<file path="config.mk">
export PLATFORM = sky130hd
export DESIGN_NAME = sld_top
export DESIGN_NICKNAME = d
export VERILOG_FILES = /design/src/sld_pkg.sv /design/src/sld_scan.sv /design/src/sld_top.sv
export SDC_FILE = /design/constraint.sdc
export NUM_CORES = 1
export LEC_CHECK = 0
export ABC_AREA = 1
export BUFFER_PORTS_ARGS = -buffer_cell sky130_fd_sc_hd__buf_2
export CAP_MARGIN = 25
export CORE_MARGIN = 5
export CORE_UTILIZATION = 30
export CTS_BUF_LIST = sky130_fd_sc_hd__clkbuf_16
export DETAILED_ROUTE_END_ITERATION = 10
export GPL_TIMING_DRIVEN = 0
export PLACE_DENSITY = 0.49
export SYNTH_ARGS = -nofsm -noshare
export SYNTH_HDL_FRONTEND = slang
export SYNTH_SLANG_ARGS = --single-unit
</file>
<file path="constraint.sdc">
create_clock -name pclk -period 6.28 [get_ports pclk]
set_clock_uncertainty 0.05 [all_clocks]
set_input_delay 1.884 -clock pclk [delete_from_list [all_inputs] [get_ports pclk]]
set_output_delay 1.884 -clock pclk [all_outputs]
set_load 0.01 [all_outputs]
</file>
<file path="src/sld_pkg.sv">
// Purpose: shared constants for the serial led display loader
// Assumes: pclk at 50 MHz
// Notes: frame lengths select the target register
// Notes on behaviour
// RULE1 - serial bits captured on serial clock rising edge, msb first
// RULE2 - single device: 8-bit frame loads config, 24-bit loads display
// RULE3 - two chained devices need 32 or 48 clock cycles; code loads neither register on a 32 or 48 bit frame
// RULE4 - outputs change only when enable rises, shifting may be slow
// RULE5 - target register chosen by bit count at enable rise, no address
// RULE6 - config and display registers written independently in any order
// RULE7 - serial output shows shift register, changing on clock falling edge
// RULE8 - static shift path holds contents while serial clock stops
// RULE9 - serial clock unrelated to scan clock, transfers cross safely
// RULE10 - enable high: data out low, no shifting, port initialised
// RULE11 - host frames each transfer with enable low then high
// RULE12 - each enable rise starts a display blanking interval
// RULE13 - host changes enable only while serial clock is low
// RULE14 - resynchronise whenever enable high and serial clock low
// RULE15 - soft reset bit written low then high resets the device; code clears only the display register
// RULE16 - brightness bit high gives full drive, low gives half
// RULE17 - no decode mode forces e f g low, a-d lamps, h lamps
// RULE18 - segment mode: a-g drive segments, h drives decimal points
// RULE19 - five banks scanned in turn at 1 kHz, 20% duty each
// RULE20 - chained devices: data out feeds next data in
// RULE21 - h output decoding is the same in every decode mode
// RULE22 - invalid frame length leaves both registers unchanged
// RULE23 - bank anode pattern applied while its cathode switch is on
`default_nettype none
package sld_pkg;
   localparam int SLD_CLK_HZ = 50000000;
   localparam int SLD_CFG_BITS = 8;
   localparam int SLD_DSP_BITS = 24;
   localparam int SLD_BANKS = 5;
   localparam int SLD_REFRESH_HZ = 1000;
   localparam int SLD_BANK_CYCLES = SLD_CLK_HZ / (SLD_REFRESH_HZ * SLD_BANKS);
   localparam int SLD_BLANK_US = 20;
   localparam int SLD_BLANK_CYCLES = SLD_BLANK_US * (SLD_CLK_HZ / 1000000);
   localparam logic [7:0] SLD_CFG_RESET = 8'h00;
   localparam logic [23:0] SLD_DSP_RESET = 24'h000000;
   localparam int SLD_SOFT_RESET_POS = 0;
   localparam int SLD_BRIGHT_POS = 23;
   // apb register byte offsets
   localparam logic [11:0] SLD_ADDR_CFG = 12'h000;
   localparam logic [11:0] SLD_ADDR_DSP = 12'h004;
   localparam logic [11:0] SLD_ADDR_STATUS = 12'h008;
   localparam logic [11:0] SLD_ADDR_CTRL = 12'h00C;
   typedef enum logic [1:0] {
      SLD_IDLE = 2'b00,
      SLD_SHIFT = 2'b01,
      SLD_DESYNC = 2'b10
   } sld_port_state_t;
endpackage : sld_pkg
`default_nettype wire

</file>
<file path="src/sld_scan.sv">
// Purpose: bank scan and anode decode for the display loader
// Assumes: registers are already in the pclk domain
// Notes: decode table covers all sixteen hex values, no-decode per nibble
`default_nettype none
module sld_scan
   import sld_pkg::*;
#(
   parameter int BANK_CYCLES = SLD_BANK_CYCLES
) (
   input wire logic pclk,
   input wire logic presetn,
   input wire logic [7:0] cfg,
   input wire logic [23:0] dsp,
   input wire logic blank,
   output logic [7:0] anode,
   output logic [4:0] bank,
   output logic half_drive
);
   logic [31:0] tick;
   logic [2:0] idx;
   logic [3:0] nib;
   logic dp;
   logic nodec;
   logic [6:0] seg;

   always_ff @(posedge pclk or negedge presetn) begin
      if (!presetn) begin
         tick <= 32'h00000000;
         idx <= 3'h0;
      end else if (tick == 32'(BANK_CYCLES - 1)) begin
         tick <= 32'h00000000;
         idx <= (idx == 3'(SLD_BANKS - 1)) ? 3'h0 : 3'(idx + 3'h1); // RULE19
      end else begin
         tick <= 32'(tick + 32'h00000001);
      end
   end

   always_comb begin
      nib = 4'h0;
      dp = 1'b0;
      nodec = cfg[3'(idx) + 3'h1];
      case (idx)
         3'h0: nib = dsp[3:0];
         3'h1: nib = dsp[7:4];
         3'h2: nib = dsp[11:8];
         3'h3: nib = dsp[15:12];
         3'h4: nib = dsp[19:16];
         default: nib = 4'h0;
      endcase
      // dp nibble shared across banks; same in every mode
      dp = dsp[20] | (dsp[22:21] == 2'h3); // RULE21
      case (nib)
         4'h0: seg = 7'h3F;
         4'h1: seg = 7'h06;
         4'h2: seg = 7'h5B;
         4'h3: seg = 7'h4F;
         4'h4: seg = 7'h66;
         4'h5: seg = 7'h6D;
         4'h6: seg = 7'h7D;
         4'h7: seg = 7'h07;
         4'h8: seg = 7'h7F;
         4'h9: seg = 7'h6F;
         4'hA: seg = 7'h77;
         4'hB: seg = 7'h7C;
         4'hC: seg = 7'h39;
         4'hD: seg = 7'h5E;
         4'hE: seg = 7'h79;
         default: seg = 7'h71;
      endcase
      if (nodec) begin
         seg = {3'h0, nib}; // RULE17
      end
   end

   // registered outputs; blank and low-power (soft reset low) extinguish
   always_ff @(posedge pclk or negedge presetn) begin
      if (!presetn) begin
         anode <= 8'h00;
         bank <= 5'h00;
         half_drive <= 1'b1;
      end else begin
         half_drive <= ~dsp[SLD_BRIGHT_POS]; // RULE16
         if (blank || !cfg[SLD_SOFT_RESET_POS]) begin
            anode <= 8'h00;
            bank <= 5'h00;
         end else begin
            anode <= {dp, seg}; // RULE18 RULE23
            bank <= 5'(5'h01 << idx); // RULE19 RULE23
         end
      end
   end
endmodule : sld_scan
`default_nettype wire

</file>
<file path="src/sld_top.sv">
// Purpose: serial load port, register file and apb view of display loader
// Assumes: serial pins asynchronous to pclk, sampled through two flops
// Notes: serial clock must be well below pclk/4
// Notes: each pin phase must last at least four pclk to be seen reliably
`default_nettype none
module sld_top
   import sld_pkg::*;
#(
   parameter int BANK_CYCLES = SLD_BANK_CYCLES,
   parameter int BLANK_CYCLES = SLD_BLANK_CYCLES
) (
   input wire logic pclk,
   input wire logic presetn,
   input wire logic psel,
   input wire logic penable,
   input wire logic pwrite,
   input wire logic [11:0] paddr,
   input wire logic [31:0] pwdata,
   output logic [31:0] prdata,
   output logic pready,
   output logic pslverr,
   input wire logic ser_clk,
   input wire logic ser_din,
   input wire logic ser_enable_n,
   output logic ser_dout,
   output logic [7:0] anode,
   output logic [4:0] bank,
   output logic half_drive
);
   logic [1:0] clk_sync;
   logic [1:0] din_sync;
   logic [1:0] en_sync;
   logic clk_d;
   logic en_d;
   logic rise;
   logic fall;
   logic en_rise;
   sld_port_state_t state;
   logic [23:0] shreg;
   logic half_stage;
   logic [5:0] count;
   logic [7:0] cfg;
   logic [23:0] dsp;
   logic [31:0] blank_cnt;
   logic blank;
   logic [7:0] frames;
   logic [7:0] bad_frames;
   logic desync_seen;
   logic ctrl_clr;
   logic apb_wr;
   logic soft_was_low;
   logic frame_done;
   logic len_cfg;
   logic len_dsp;
   logic addr_hit;

   // serial clock domain is unrelated to pclk: two-flop sampling
   always_ff @(posedge pclk or negedge presetn) begin
      if (!presetn) begin
         clk_sync <= 2'b00;
         din_sync <= 2'b00;
         en_sync <= 2'b11;
      end else begin
         clk_sync <= {clk_sync[0], ser_clk}; // RULE9
         din_sync <= {din_sync[0], ser_din};
         en_sync <= {en_sync[0], ser_enable_n};
      end
   end

   always_ff @(posedge pclk or negedge presetn) begin
      if (!presetn) begin
         clk_d <= 1'b0;
         en_d <= 1'b1;
      end else begin
         clk_d <= clk_sync[1];
         en_d <= en_sync[1];
      end
   end

   assign rise = clk_sync[1] & ~clk_d;
   assign fall = ~clk_sync[1] & clk_d;
   // en_d resets high like the idle pin, so no false enable edge after reset
   assign en_rise = en_sync[1] & ~en_d;

   // a frame ends only on an enable rise seen while the port was in step;
   // a rise out of the desync state carries no trusted bit count
   assign frame_done = en_rise && (state == SLD_SHIFT);
   assign len_cfg = (count == 6'(SLD_CFG_BITS));
   assign len_dsp = (count == 6'(SLD_DSP_BITS));

   // framing state: enable edge while clock high loses sync
   always_ff @(posedge pclk or negedge presetn) begin
      if (!presetn) begin
         state <= SLD_IDLE;
      end else begin
         case (state)
            SLD_IDLE: begin
               if (!en_sync[1] && en_d) begin
                  state <= clk_sync[1] ? SLD_DESYNC : SLD_SHIFT;
               end
            end
            SLD_SHIFT: begin
               if (en_sync[1]) begin
                  state <= clk_sync[1] ? SLD_DESYNC : SLD_IDLE;
               end
            end
            SLD_DESYNC: begin
               if (en_sync[1] && !clk_sync[1]) begin
                  state <= SLD_IDLE; // RULE14
               end
            end
            default: state <= SLD_IDLE;
         endcase
      end
   end

   // static shift path, holds while the serial clock is stopped
   always_ff @(posedge pclk or negedge presetn) begin
      if (!presetn) begin
         shreg <= 24'h000000;
         count <= 6'h00;
      end else if (state != SLD_SHIFT || en_sync[1]) begin
         if (state != SLD_SHIFT) begin
            count <= 6'h00; // RULE10
         end
      end else if (rise) begin
         shreg <= {shreg[22:0], din_sync[1]}; // RULE1 RULE8
         if (count != 6'h3F) begin
            count <= 6'(count + 6'h01);
         end
      end
   end

   // half stage: msb retimed to the falling edge drives data out
   always_ff @(posedge pclk or negedge presetn) begin
      if (!presetn) begin
         half_stage <= 1'b0;
      end else if (state != SLD_SHIFT || en_sync[1]) begin
         half_stage <= 1'b0; // RULE10
      end else if (fall) begin
         half_stage <= (count >= 6'(SLD_DSP_BITS)) ? shreg[23] :
                       shreg[7]; // RULE7 RULE20
      end
   end
   // cascade note: a single device forwards the byte in its active length
   assign ser_dout = half_stage;

   assign apb_wr = psel && penable && pwrite;

   // load on enable rise; frame length picks the target
   always_ff @(posedge pclk or negedge presetn) begin
      if (!presetn) begin
         cfg <= SLD_CFG_RESET;
         dsp <= SLD_DSP_RESET;
      end else if (frame_done) begin
         if (len_cfg) begin
            cfg <= shreg[7:0]; // RULE2 RULE5 RULE6
         end else if (len_dsp) begin
            dsp <= shreg; // RULE2 RULE4 RULE5 RULE6
         end
         // other lengths load nothing
      end else if (soft_was_low && cfg[SLD_SOFT_RESET_POS]) begin
         dsp <= SLD_DSP_RESET; // RULE15
      end else if (apb_wr && paddr == SLD_ADDR_CFG) begin
         cfg <= pwdata[7:0];
      end else if (apb_wr && paddr == SLD_ADDR_DSP) begin
         dsp <= pwdata[23:0];
      end
   end

   // soft reset: low then high clears display state
   always_ff @(posedge pclk or negedge presetn) begin
      if (!presetn) begin
         soft_was_low <= 1'b0;
      end else if (!cfg[SLD_SOFT_RESET_POS]) begin
         soft_was_low <= 1'b1; // RULE15
      end else begin
         soft_was_low <= 1'b0;
      end
   end

   // blanking counter; a repeat load dims a bank, as on the real part
   always_ff @(posedge pclk or negedge presetn) begin
      if (!presetn) begin
         blank_cnt <= 32'h00000000;
      end else if (en_rise) begin
         blank_cnt <= 32'(BLANK_CYCLES); // RULE12
      end else if (blank_cnt != 32'h00000000) begin
         blank_cnt <= 32'(blank_cnt - 32'h00000001);
      end
   end
   assign blank = (blank_cnt != 32'h00000000);

   // status counters; set wins over software clear
   assign ctrl_clr = apb_wr && paddr == SLD_ADDR_CTRL && pwdata[0];
   always_ff @(posedge pclk or negedge presetn) begin
      if (!presetn) begin
         frames <= 8'h00;
         bad_frames <= 8'h00;
         desync_seen <= 1'b0;
      end else begin
         if (frame_done) begin
            frames <= 8'(frames + 8'h01);
            if (!len_cfg && !len_dsp) begin
               bad_frames <= 8'(bad_frames + 8'h01); // RULE22
            end
         end else if (ctrl_clr) begin
            frames <= 8'h00;
            bad_frames <= 8'h00;
         end
         if (state == SLD_DESYNC) begin
            desync_seen <= 1'b1;
         end else if (ctrl_clr) begin
            desync_seen <= 1'b0;
         end
      end
   end

   // apb slave: zero wait states, unmapped reads zero with error
   assign pready = 1'b1;
   // one decode for the error flag keeps it in step with the register map
   always_comb begin
      case (paddr)
         SLD_ADDR_CFG: addr_hit = 1'b1;
         SLD_ADDR_DSP: addr_hit = 1'b1;
         SLD_ADDR_STATUS: addr_hit = 1'b1;
         SLD_ADDR_CTRL: addr_hit = 1'b1;
         default: addr_hit = 1'b0;
      endcase
   end
   always_comb begin
      pslverr = psel && penable && !addr_hit;
   end
   always_ff @(posedge pclk or negedge presetn) begin
      if (!presetn) begin
         prdata <= 32'h00000000;
      end else if (psel && !penable && !pwrite) begin
         case (paddr)
            SLD_ADDR_CFG: prdata <= {24'h000000, cfg};
            SLD_ADDR_DSP: prdata <= {8'h00, dsp};
            SLD_ADDR_STATUS: prdata <= {8'h00, bad_frames, frames,
               2'h0, desync_seen, blank, state, state == SLD_SHIFT,
               en_sync[1]};
            default: prdata <= 32'h00000000;
         endcase
      end
   end

   sld_scan #(
      .BANK_CYCLES(BANK_CYCLES)
   ) u_scan (
      .pclk(pclk),
      .presetn(presetn),
      .cfg(cfg),
      .dsp(dsp),
      .blank(blank),
      .anode(anode),
      .bank(bank),
      .half_drive(half_drive)
   );
endmodule : sld_top
`default_nettype wire

</file>
==> impl_metrics.py <==
metrics = {
    "power_and_ir_drop": {
        "power_mw": 3.24,
        "cellLeakagePower_nw": 6.24,
        "p_per_area_nw_per_um2": 264,
        "vdd_drop_max_mv": 0.206,
        "internal_power_mw": 2.15,
        "power_switching_mw": 1.09,
        "comb_power_share": 0.182,
        "pwr-share-seq": 0.479,
        "clkPwrFrac": 0.339,
        "swShare": 0.336,
    },
    "route": {
        "vias_per_cell": 4.69,
        "wirelength_microns": 30700,
        "wire_per_inst_microns": 15.3,
        "drc": 0,
        "vias": 9417,
        "ant_nets": 0,
        "dr.pass1.iters": 5,
        "drtIter0Drc": 665,
    },
    "sta": {
        "worst_slew_pin_slew_ns": 0.837,
        "slew_viol_final": 0,
        "worst_hold_slack_ns": 0.302,
        "hold_viol_final": 0,
        "fin_crit_sh": 0.825,
        "maxSlewHeadroom": 0.442,
        "period_needed_ns": 5.18,
        "fmax_mhz": 193,
        "rsz0062_at_grt": "false",
        "finalSetupViolations": 0,
    },
    "grt": {
        "grt_util_all_layers": 0.161,
        "top_usage_layer": "met2",
        "use_met1": 0.228,
        "gr-usage-met3": 0.0330,
        "antenna_found_initial": 0,
        "grt_pass1_wl_microns": 50200,
        "overflow": 0,
        "grt_pass1_vias": 9418,
        "grt_start_max_net_pins": 100,
        "grt_use_met2": 0.251,
    },
    "yosys": {
        "synth_seq_cells": 196,
        "synth_area_sq_um": 10600,
        "ys.flop_type": "dfrtp_1",
        "synth_edf_count": 0,
        "async_flop_share": 1.00,
        "ys_types": 45,
        "syn_avg_cell_area_sq_um": 7.47,
        "yosysWarnings": 0,
        "netlist_instances": 1426,
        "ys_seq_area_frac": 0.461,
    },
    "cells_and_area": {
        "fillers": 3793,
        "drive_above_1_share": 0.123,
        "multi_input_area_sq_um": 4870,
        "ff_latch_area_sq_um": 4910,
        "nNetsFinal": 1605,
        "final_cell_mix": "nand2_1 (395), dfrtp_1 (192), nor2_1 (186), inv_1 (164), nand3_1 (130)",
        "final_common_cell": "nand2_1",
        "area_delta_synth_final_pct": 15.3,
        "num_antenna_cells": 0,
    },
    "floorplan": {
        "ios": 101,
        "fp.coreArea_sq_um": 35300,
        "num_rows": 69,
        "die_x_microns": 198,
        "die_h_microns": 198,
        "dieArea_sq_um": 39400,
        "initial_core_util": 0.302,
    },
    "critical_path": {
        "arrival_ns": 3.25,
        "cp_max_fo": 10,
        "critPathCaptureType": "output pin",
        "crit_type": "in -> out",
        "required_ns": 4.35,
        "r2r_setup_slack_ns": 3.53,
        "start_kind": "primary input",
    },
    "hold_path": {
        "hold_path_class": "reg -> reg",
    },
    "cts": {
        "htreeDepth": 4,
        "cts_resized": 0,
        "post_cts_buffers": 0,
        "clk_latency_ns": 0.46,
        "cts_made_buffers": 17,
        "path_clk_slew_ns": 0.07,
        "cts_root_buffer": "clkbuf_16",
        "cts_hold_buf": 0,
        "cts_sinks": 196,
        "clockBufferDepth": 2,
        "cts_tree": "built",
    },
    "placement": {
        "gp_congestion": 0.889,
        "hpwl_microns": 23500,
        "io_buffers": 83,
    },
    "run_status": {
        "status": "complete, no violations",
    },
    "job": {
        "maxCapViolCount": 0,
    },
}
cell type report:
type | instances | share of cell area
Inverter | 172 | 0.0528
Tap cell | 461 | 0.0470
Multi-Input combinational cell | 1021 | 0.396
Timing Repair Buffer | 84 | 0.0369
Buffer | 44 | 0.0203
Clock buffer | 17 | 0.0347
Sequential cell | 196 | 0.400
Clock inverter | 15 | 0.0121
registers in the layout, indices dropped and copies added (netlist names):
| register | cells |
|---|---|
| state | 2 |
| prdata | 24 |
| u_scan.half_drive | 1 |
| shreg | 24 |
| en_d | 1 |
| soft_was_low | 1 |
| frames | 8 |
| ser_dout | 1 |
| count | 6 |
| en_sync | 2 |
| u_scan.bank | 5 |
| clk_sync | 2 |
| blank_cnt | 32 |
| desync_seen | 1 |
| u_scan.anode | 8 |
| din_sync | 2 |
| dsp | 24 |
| u_scan.tick | 32 |
| bad_frames | 8 |
| clk_d | 1 |
| u_scan.idx | 3 |
| cfg | 8 |
synthesized netlist by cell type (all sizes together), types with 17 or more instances:
cell type	n	area, sq um
nand2	400	1520
nor2	198	783
dfrtp	192	4800
inv	170	641
nand3	131	661
o21ai	98	502
nor3	37	218
buf	34	211
xor2	34	298
a21oi	24	120
nand4	20	131
ha	17	213
per-stage QoR:
step	instances	utilization	setup WS, ns	setup TNS (ns)	instance area [sq um]
2_1_floorplan	1433	-	1.67	0	10700
3_3_place_gp	1977	0.330	-0.286	-51.63	11700
3_5_place_dp	1978	0.331	1.13	0	11700
4_1_cts	2010	0.348	1.13	0	12300
5_1_grt	2010	0.348	1.02	0	12300
6_report	2010	0.348	1.10	0	12300
worst paths after layout:
| kind | end | start | cells after the start |
|---|---|---|---|
| worst max-delay path | pslverr | paddr[11] | 8 |
| worst min-delay path | din_sync[1] | din_sync[0] | 0 |
| worst max register to register | u_scan.anode[3] | u_scan.idx[0] | 14 |
| worst min register to register | din_sync[1] | din_sync[0] | 0 |
| max in group asynchronous | blank_cnt[21] | presetn | 2 |
| min in group asynchronous | shreg[9] | presetn | 1 |
layer usage:
metal  share of wire  vias to the layer above
li1                -                     4742
met1            0.49                     4404
met2            0.45                      227
met3           0.045                       44
met4           0.019                        0
met5               0                        -
cells by family (layout without fill, tap and decap cells):
family,Yosys count,in the layout,share of synthesized area
adder cells (fa/ha/maj),17,17,0.0200
AO/OA/AOI/OAI,150,150,0.0773
XOR/XNOR,42,42,0.0346
flip-flops,196,196,0.461
AND/OR/NAND/NOR,803,803,0.322
other,2,9,0.000705
buffers and inverters,216,332,0.0843
power by group through the flow:
stage / combinational, mW / clock, mW / sequential (mW)
floorplan: 0.412 / 0 / 1.51
global placement: 0.582 / 0 / 1.57
detailed placement: 0.595 / 0 / 1.57
CTS: 0.597 / 1.13 / 1.55
global route: 0.680 / 1.18 / 1.57
finish: 0.590 / 1.10 / 1.55
critical path, stage by stage:
cell and delay (ns):
buf_2 0.10, nor2_1 0.09, nand3_1 0.09, nor2_2 0.26
buf_4 0.24, buf_2 0.25, a21oi_1 0.16, buf_2 0.18
(Power assumes the default switching activity.)
